File: src/otg_regs_pkg.sv
// package: register map, field positions and timing for the otg config block
package otg_regs_pkg;
   // ------------------------------------------------------------------
   // register map
   // ------------------------------------------------------------------
   localparam logic [3:0] ADDR_FRAME_THR = 4'h0;
   localparam logic [3:0] ADDR_CONFIG_ONE = 4'h1;
   localparam logic [3:0] ADDR_CONFIG_TWO = 4'h2;
   localparam logic [3:0] ADDR_EVENT_FLAGS = 4'h3;
   localparam logic [3:0] ADDR_EVENT_EN = 4'h4;
   localparam logic [3:0] ADDR_POWER = 4'h5;
   // implemented bit masks
   localparam logic [15:0] MASK_FRAME_THR = 16'h00ff;
   localparam logic [15:0] MASK_CONFIG_ONE = 16'h00d3;
   localparam logic [15:0] MASK_CONFIG_TWO = 16'h001f;
   localparam logic [15:0] MASK_EVENTS = 16'h00fd;
   localparam logic [15:0] MASK_POWER = 16'h0001;
   localparam logic [15:0] RESET_VALUE = 16'h0000;
   localparam logic [7:0] FRAME_OVERHEAD = 8'h0a;
   // field positions
   localparam int BIT_EYE = 7;
   localparam int BIT_DRVMON = 6;
   localparam int BIT_HALT_IDLE = 4;
   localparam int BIT_PULLUP = 4;
   localparam int BIT_SERIAL_SEL = 3;
   localparam int BIT_BOOST_DIS = 2;
   localparam int BIT_VCMP_DIS = 1;
   localparam int BIT_XCVR_DIS = 0;
   localparam int BIT_ID = 7;
   localparam int BIT_MS = 6;
   localparam int BIT_LINE = 5;
   localparam int BIT_ACT = 4;
   localparam int BIT_SESSV = 3;
   localparam int BIT_BSEND = 2;
   localparam int BIT_AVBUS = 0;
   // timing
   localparam int CLOCK_HZ = 40000000;
   localparam int MS_TIME_US = 1000;
   localparam int MS_CYCLES = CLOCK_HZ / 1000000 * MS_TIME_US;
   localparam int NUM_INPUTS = 8;
   // ping-pong selections
   typedef enum logic [1:0] {
      PP_NONE_type, PP_OUT0_type, PP_ALL_type, PP_SUBSET_type
   } pingpong_type;
   // bundled pin inputs
   typedef struct packed {
      logic id_pin;
      logic dplus;
      logic dminus;
      logic vbus_act;
      logic a_sess_end;
      logic b_sess_end;
      logic a_vbus_valid;
      logic both_lines_low;
   } sense_type;
endpackage : otg_regs_pkg

File: src/usb_otg_config_irq_regs.sv
// register bank for usb otg configuration and otg event interrupts
//
// Behaviour
// - start-of-frame threshold holds size plus ten
// - eye test bit drives eye pattern
// - drive monitor output only with transceiver off
// - halt in idle stops module in idle
// - config bit 4 enables vbus pull-up
// - config bit 3 selects serial control
// - config bit 2 disables boost regulator
// - config bit 1 disables vbus comparator
// - id pin change sets flag bit 7
// - millisecond timer expiry sets bit 6
// - line state stable 1 ms, changed
// - bus or vbus activity sets bit 4
// - a session end crossing sets bit 3
// - b session end crossing sets bit 2
// - a vbus valid crossing sets bit 0
// - threshold flags set on either direction
// - write one clears flag, zeros keep
// - unimplemented bits read zero, ignore writes
// - power enable bit enables the module
//
// Design decisions made here: the register offsets and strobed register access.
module usb_otg_config_irq_regs
   import otg_regs_pkg::*;
(
   // clock and reset
   input wire logic MCLK_IN,
   input wire logic RST_IN,
   // register port
   input wire logic [3:0] ADDR_IN,
   input wire logic [15:0] WDATA_IN,
   input wire logic WR_IN,
   input wire logic RD_IN,
   output logic [15:0] RDATA_OUT,
   // sensing pins and device state
   input wire sense_type SENSE_IN,
   input wire logic IDLE_MODE_IN,
   input wire logic LINE_DRIVING_IN,
   // configuration outputs
   output logic EYE_TEST_OUT,
   output logic DRIVE_MONITOR_OUT,
   output logic MODULE_RUN_OUT,
   output pingpong_type PINGPONG_OUT,
   output logic VBUS_PULLUP_OUT,
   output logic SERIAL_CTRL_OUT,
   output logic BOOST_DISABLE_OUT,
   output logic VCMP_DISABLE_OUT,
   output logic XCVR_DISABLE_OUT,
   output logic [7:0] FRAME_THRESHOLD_OUT,
   // interrupt request
   output logic OTG_IRQ_OUT
);
   // ------------------------------------------------------------------
   // storage
   // ------------------------------------------------------------------
   logic [7:0] frame_threshold_count;
   logic [15:0] usb_config_one;
   logic [15:0] usb_config_two;
   logic [15:0] otg_event_flags;
   logic [15:0] otg_event_enables;
   logic module_power_enable;
   logic [15:0] next_flags;
   logic [15:0] event_set;
   sense_type sync_a;
   sense_type sync_b;
   sense_type sense_prev;
   logic [31:0] ms_count;
   logic ms_tick;
   logic [31:0] stable_count;
   logic [1:0] line_now;
   logic [1:0] line_seen;
   logic [1:0] line_recorded;
   logic line_event;

   // write strobe decode, used for every register
   function automatic logic wr_hit(input logic [3:0] a,
                                   input logic [3:0] target,
                                   input logic w);
      wr_hit = w && (a == target);
   endfunction : wr_hit

   // ------------------------------------------------------------------
   // pin synchronisers
   // ------------------------------------------------------------------
   // two stages; only sync_b and later are looked at
   // sense_prev is a third stage kept only for edge detection
   always_ff @(posedge MCLK_IN) begin
      if (RST_IN) begin
         sync_a <= '0;
         sync_b <= '0;
         sense_prev <= '0;
      end else begin
         sync_a <= SENSE_IN;
         sync_b <= sync_a;
         sense_prev <= sync_b;
      end
   end

   // ------------------------------------------------------------------
   // configuration registers
   // ------------------------------------------------------------------
   // threshold byte
   always_ff @(posedge MCLK_IN) begin
      if (RST_IN) begin
         frame_threshold_count <= RESET_VALUE[7:0];
      end else if (wr_hit(ADDR_IN, ADDR_FRAME_THR, WR_IN)) begin
         frame_threshold_count <= WDATA_IN[7:0];
      end
   end

   // masks keep unimplemented bits at zero
   always_ff @(posedge MCLK_IN) begin
      if (RST_IN) begin
         usb_config_one <= RESET_VALUE;
      end else if (wr_hit(ADDR_IN, ADDR_CONFIG_ONE, WR_IN)) begin
         usb_config_one <= WDATA_IN & MASK_CONFIG_ONE;
      end
   end

   // software must not write disables while powered; not blocked
   always_ff @(posedge MCLK_IN) begin
      if (RST_IN) begin
         usb_config_two <= RESET_VALUE;
      end else if (wr_hit(ADDR_IN, ADDR_CONFIG_TWO, WR_IN)) begin
         usb_config_two <= WDATA_IN & MASK_CONFIG_TWO;
      end
   end

   // enables exist only where flags exist
   always_ff @(posedge MCLK_IN) begin
      if (RST_IN) begin
         otg_event_enables <= RESET_VALUE;
      end else if (wr_hit(ADDR_IN, ADDR_EVENT_EN, WR_IN)) begin
         otg_event_enables <= WDATA_IN & MASK_EVENTS;
      end
   end

   always_ff @(posedge MCLK_IN) begin
      if (RST_IN) begin
         module_power_enable <= 1'b0;
      end else if (wr_hit(ADDR_IN, ADDR_POWER, WR_IN)) begin
         module_power_enable <= WDATA_IN[0];
      end
   end

   // ------------------------------------------------------------------
   // millisecond timer and line state
   // ------------------------------------------------------------------
   // free-running ms timer, only while powered
   // held clear while unpowered, so power-up waits one full period
   always_ff @(posedge MCLK_IN) begin
      if (RST_IN || !module_power_enable) begin
         ms_count <= '0;
      end else if (ms_count == 32'(MS_CYCLES - 1)) begin
         ms_count <= '0;
      end else begin
         ms_count <= ms_count + 32'd1;
      end
   end
   assign ms_tick = module_power_enable
                    && (ms_count == 32'(MS_CYCLES - 1));

   // line state: single-ended zero and the j indication
   assign line_now = {sync_b.both_lines_low, sync_b.dplus};

   // stable for 1 ms and differing from the last stable state
   always_ff @(posedge MCLK_IN) begin
      if (RST_IN) begin
         line_seen <= '0;
         line_recorded <= '0;
         stable_count <= '0;
      end else begin
         line_seen <= line_now;
         if (line_now != line_seen) begin
            stable_count <= '0;
         end else if (stable_count == 32'(MS_CYCLES - 1)) begin
            line_recorded <= line_seen;
         end else begin
            stable_count <= stable_count + 32'd1;
         end
      end
   end
   assign line_event = (line_now == line_seen)
                       && (stable_count == 32'(MS_CYCLES - 1))
                       && (line_seen != line_recorded);

   // ------------------------------------------------------------------
   // event flags
   // ------------------------------------------------------------------
   // hardware set sources, each a one-cycle pulse
   always_comb begin
      event_set = '0;
      event_set[BIT_ID] = sync_b.id_pin ^ sense_prev.id_pin;
      event_set[BIT_MS] = ms_tick;
      event_set[BIT_LINE] = line_event;
      // any activity on lines or vbus
      event_set[BIT_ACT] = (sync_b.dplus ^ sense_prev.dplus)
                           | (sync_b.dminus ^ sense_prev.dminus)
                           | (sync_b.vbus_act ^ sense_prev.vbus_act);
      // either edge of each threshold comparator
      event_set[BIT_SESSV] = sync_b.a_sess_end ^ sense_prev.a_sess_end;
      event_set[BIT_BSEND] = sync_b.b_sess_end ^ sense_prev.b_sess_end;
      event_set[BIT_AVBUS] = sync_b.a_vbus_valid
                             ^ sense_prev.a_vbus_valid;
   end

   // write-one-to-clear; a set in the same cycle wins
   always_comb begin
      next_flags = otg_event_flags;
      if (wr_hit(ADDR_IN, ADDR_EVENT_FLAGS, WR_IN)) begin
         next_flags = next_flags & ~WDATA_IN;
      end
      next_flags = (next_flags | event_set) & MASK_EVENTS;
   end

   always_ff @(posedge MCLK_IN) begin
      if (RST_IN) begin
         otg_event_flags <= RESET_VALUE;
      end else begin
         otg_event_flags <= next_flags;
      end
   end

   assign OTG_IRQ_OUT = |(otg_event_flags & otg_event_enables);

   // ------------------------------------------------------------------
   // read port
   // ------------------------------------------------------------------
   // data stands only in the cycle after the read strobe
   // zero otherwise, so a stale word never lingers on the bus
   always_ff @(posedge MCLK_IN) begin
      if (RST_IN || !RD_IN) begin
         RDATA_OUT <= '0;
      end else begin
         case (ADDR_IN)
            ADDR_FRAME_THR: RDATA_OUT <= {8'h00, frame_threshold_count};
            ADDR_CONFIG_ONE: RDATA_OUT <= usb_config_one;
            ADDR_CONFIG_TWO: RDATA_OUT <= usb_config_two;
            ADDR_EVENT_FLAGS: RDATA_OUT <= otg_event_flags;
            ADDR_EVENT_EN: RDATA_OUT <= otg_event_enables;
            ADDR_POWER: RDATA_OUT <= {15'h0000, module_power_enable};
            default: RDATA_OUT <= '0;
         endcase
      end
   end

   // ------------------------------------------------------------------
   // configuration outputs
   // ------------------------------------------------------------------
   // threshold driven to the frame logic
   always_ff @(posedge MCLK_IN) begin
      if (RST_IN) begin
         FRAME_THRESHOLD_OUT <= '0;
         EYE_TEST_OUT <= 1'b0;
         DRIVE_MONITOR_OUT <= 1'b0;
         MODULE_RUN_OUT <= 1'b0;
         PINGPONG_OUT <= PP_NONE_type;
         VBUS_PULLUP_OUT <= 1'b0;
         SERIAL_CTRL_OUT <= 1'b0;
         BOOST_DISABLE_OUT <= 1'b0;
         VCMP_DISABLE_OUT <= 1'b0;
         XCVR_DISABLE_OUT <= 1'b0;
      end else begin
         FRAME_THRESHOLD_OUT <= frame_threshold_count;
         EYE_TEST_OUT <= usb_config_one[BIT_EYE];
         DRIVE_MONITOR_OUT <= usb_config_one[BIT_DRVMON]
                              && usb_config_two[BIT_XCVR_DIS]
                              && LINE_DRIVING_IN;
         // run when powered and not halted in idle
         MODULE_RUN_OUT <= module_power_enable
                           && !(usb_config_one[BIT_HALT_IDLE]
                                && IDLE_MODE_IN);
         PINGPONG_OUT <= pingpong_type'(usb_config_one[1:0]);
         VBUS_PULLUP_OUT <= usb_config_two[BIT_PULLUP];
         SERIAL_CTRL_OUT <= usb_config_two[BIT_SERIAL_SEL];
         BOOST_DISABLE_OUT <= usb_config_two[BIT_BOOST_DIS];
         VCMP_DISABLE_OUT <= usb_config_two[BIT_VCMP_DIS];
         XCVR_DISABLE_OUT <= usb_config_two[BIT_XCVR_DIS];
      end
   end
endmodule : usb_otg_config_irq_regs

File: config.mk
export PLATFORM = sky130hd
export DESIGN_NAME = usb_otg_config_irq_regs
export DESIGN_NICKNAME = d
export VERILOG_FILES = /design/src/otg_regs_pkg.sv /design/src/usb_otg_config_irq_regs.sv
export SDC_FILE = /design/constraint.sdc
export NUM_CORES = 1
export LEC_CHECK = 0
export BUFFER_PORTS_ARGS = -buffer_cell sky130_fd_sc_hd__buf_4
export CAP_MARGIN = 20
export CELL_PAD_IN_SITES_DETAIL_PLACEMENT = 1
export CELL_PAD_IN_SITES_GLOBAL_PLACEMENT = 1
export CORE_MARGIN = 2
export CORE_UTILIZATION = 40
export CTS_CLUSTER_DIAMETER = 60
export DETAILED_ROUTE_END_ITERATION = 6
export GPL_TIMING_DRIVEN = 0
export MAX_ROUTING_LAYER = met4
export PLACE_DENSITY_LB_ADDON = 0.1
export SLEW_MARGIN = 20
export SYNTH_ARGS = -nofsm -noshare
export SYNTH_HDL_FRONTEND = slang
export SYNTH_SLANG_ARGS = --single-unit
File: constraint.sdc
create_clock -name MCLK_IN -period 1.87 [get_ports MCLK_IN]
set_clock_uncertainty 0.1 [all_clocks]
set_input_delay 0.374 -clock MCLK_IN [delete_from_list [all_inputs] [get_ports MCLK_IN]]
set_output_delay 0.374 -clock MCLK_IN [all_outputs]
set_load 0.01 [all_outputs]
==> metrics.txt <==
outcome=finished with violations; failing checks=setup timing; die height=128 um; die area=16300 sq um; Overflow after GRT=0; Slew HR=51.8%; fin crit share=105%; min cycle time layout=1970 ps; Hold-fix buffers, CTS=0; initial antenna violation count=0; final setup fails=5; Top FF cell, synth=dfxtp_1; internal cell power=5380 uW; row cnt=45; worst hold endpoint=MODULE_RUN_OUT; Worst-Skew Late Latency=430 ps; GR Util All Layers=20.8%; CP startpoint kind=flop; CTS Root Cell=clkbuf_16; CP max stage delay=400 ps; CTS Buf Count=17; worst hold start=IDLE_MODE_IN; leak pwr=0.00305 uW; drt initial violations=242; clk slew on worst S/H paths=70 ps; Final Core Density=52.5%; Seq/Total Area, Yosys=48.9%; max-cap viol count=0; DRT antenna net count=0; fraction of registers with async set or reset after synthesis=0%; Worst Hold Depth=2; number of vias per cell=5.23; Sequential Area=3040 sq um; ANT cells=0; I/O pins=69; slew of the pin with the lowest slew margin=719 ps; total clock sinks=149; via count=4989; share of post-route cells with drive strength above 1=26.1%; Worst Path Required=2120 ps; register bit total from synthesis=149; largest net degree at the start of global routing=17; post-DR wirelength/cell=17.0 um; post-DP HPWL=10900 um; Netlist cell types=52; Worst Setup Path Type=reg2reg; nets=789; pwr/cell area=893 nW/um^2; R2R Setup Slk=-100 ps; DRC Markers=0; slowest cell on the critical path=nor3_4; Post-synth EDFFs=0; Pre-antenna DRT Iters=4; origin of the critical flop-to-flop path=stable_count[8]; Synth Warn #=0; CP Max Fanout=7; area of the core=15000 sq um; CTS tree=built; combinational share of power=4.2%; die width=128 um; H-Tree Depth=4; post-synthesis cell count=656; crit end category=flop; final hold viol count=0; Final Max Tran Viols=0; multi-input logic area=3220 sq um; syn_area_per_cell=9.30 sq um; switch share=23.7%; layout filler cell count=1692; peak supply drop=0.000708 V; Initial Util=40.6%; gp weighted congestion=0.840; Seq pwr share=46.0%; NetSw=1670 uW; routed wire length=16200 um; Peak Freq=0.509 GHz; Mapped Area=6100 sq um; R2R Path End=line_recorded[1]; vias in the first global route=4968; Hold Crit Class=in2reg; RSZ-0062 raised after global routing=yes; R2R cell count=5; first-pass GRT wire length=25700 um; clock buffer depth=2; Clk pwr share=49.7%; Finished Layout Cells=954; final worst slack=-96.3 ps; Placed Cells=901; crit-path cells=nor4_2, nand4_1, nor3_4, and3_4, mux2i_1; crit path DAT=2210 ps; Area Overhead vs Synth=29.3%; Port Buffers=50
==> state kept, by name, indices dropped and copies added (netlist names), 2 cells and up <==
| signal | count |
|---|---|
| ms_count | 32 |
| FRAME_THRESHOLD_OUT | 8 |
| sync_a | 8 |
| sense_prev | 6 |
| usb_config_one | 5 |
| frame_threshold_count | 8 |
| PINGPONG_OUT | 2 |
| line_recorded | 2 |
| otg_event_flags | 7 |
| stable_count | 32 |
| sync_b | 6 |
| otg_event_enables | 7 |
| RDATA_OUT | 8 |
| line_seen | 2 |
| line_now | 2 |
| usb_config_two | 5 |
==> critical path, delay by kind of cell, from the launching register on <==
kind	cells	cell delay (ps)
and+or+nand+nor	4	1220
DFF	1	370
muxes	1	190
==> placed cells by master (no fill, tap or decap), types with 3 or more instances in the layout <==
master     netlist  routed
nand3_2          0       4
and3_1          10       8
clkbuf_16        0      17
mux2i_1         26      26
nor2_1         100      93
xnor2_1         23      22
or3_1            3       3
dfxtp_2          0      16
nand3b_1         3       3
inv_1            6       6
nand3_1         43      39
nor4_2           6       6
dfxtp_1        149     122
xor2_1          39      39
nor2_2           0       5
nor3_1           9       6
nand4_1         20      20
clkbuf_1        18      15
conb_1           1       8
inv_8            0       3
nor4_4           0       8
nor3_4           1       4
nor3_2           6       6
nand4_4          1       3
and4_1           8       7
nor2b_1         43      43
nand2_1         49      48
a22oi_1          3       3
inv_6            0       4
buf_6            3       8
nor4_1          12       4
buf_4            8      76
a21oi_1         30      29
dfxtp_4          0      11
==> logic make-up (layout without fill, tap and decap cells) <==
family	after synthesis	count (layout)	synth area share, %
buf+inv	39	142	3.26
flops	149	149	48.9
mux	30	30	5.19
fa+ha+maj	2	2	0.410
other cells	1	8	0.0615
simple gates	326	326	28.6
compound gates	47	47	4.72
xor+xnor	62	62	8.90
==> power by group through the flow <==
stage / combinational [uW] / sequential (uW) / clock, uW
after floorplan: 169 / 3310 / 0
after global placement: 275 / 3320 / 0
after CTS: 291 / 3250 / 3580
after detailed placement: 282 / 3320 / 0
final: 299 / 3240 / 3500
after global routing: 330 / 3250 / 3730
==> repair_timing <==
action,4_1_cts,5_1_grt
setup endpoints to repair,50,73
buffers inserted,13,8
gates cloned,0,1
pin swaps,11,27
gates resized for setup,34,69
==> synth_stat cells (2+ instances only) <==
cell        n  area (sq um)
dfxtp_1   149          2980
nor2_1    100           375
nand2_1    49           184
nand3_1    43           215
nor2b_1    43           269
xor2_1     39           342
a21oi_1    30           150
mux2i_1    26           260
xnor2_1    23           201
nand4_1    20           125
clkbuf_1   18          67.6
nor4_1     12          75.1
and3_1     10          62.6
nor3_1      9          45.0
and4_1      8          70.1
buf_4       8          60.1
inv_1       6          22.5
nor3_2      6          60.1
nor4_2      6          75.1
buf_1       4          15.0
a22oi_1     3          22.5
buf_6       3          33.8
nand3b_1    3          22.5
or3_1       3          18.8
ha_1        2          25.0
mux2_2      2          22.5
nand4_2     2          25.0
nor3b_1     2          15.0
o21a_1      2          15.0
o21ai_0     2          10.0
o32a_1      2          20.0
==> how the worst max path moves through the flow <==
stage / start / slack [ps] / end
floorplan: stable_count[4] / -20 / stable_count[31]
global placement: ADDR_IN[0] / -360 / usb_config_one[1]
detailed placement: ADDR_IN[3] / -370 / otg_event_flags[5]
CTS: stable_count[6] / -60 / stable_count[31]
global route: stable_count[6] / -170 / line_recorded[1]
finish: stable_count[8] / -100 / line_recorded[1]
==> stage by stage <==
stage / total power (uW) / hold WS (ps) / cell area, sq um / setup slack, ps / TNS, ps
after floorplan: 3480 / 314 / 6150 / -17.2 / -17.2
after CTS: 7120 / 13.5 / 7580 / -59.6 / -85.8
after global placement: 3590 / 319 / 6760 / -356 / -18570
after detailed placement: 3600 / 327 / 6760 / -373 / -21430
final: 7050 / 25.1 / 7890 / -96.3 / -306
after global routing: 7310 / 31.5 / 7890 / -172 / -1320
==> per-layer routing <==
layer | vias up | routed length [um] | GRT usage, % | part of all wire, %
met5 | - | 0 | - | 0
met4 | 0 | 194 | 5.88 | 1.2
met3 | 16 | 773 | 5.61 | 4.8
met2 | 85 | 7810 | 32.4 | 48
met1 | 2450 | 7400 | 26.7 | 46
li1 | 2438 | - | - | -
==> final cells by class <==
class / instances / share of cell area [%]
plain buffers: 33 / 2.69
clock buffers: 18 / 5.56
clock inverters: 14 / 2.11
inverters: 6 / 0.285
multi-input cells: 475 / 40.8
flip-flops and latches: 149 / 38.6
well taps: 188 / 2.98
repair buffers: 71 / 6.99
Power figures use the tool's default switching activity.
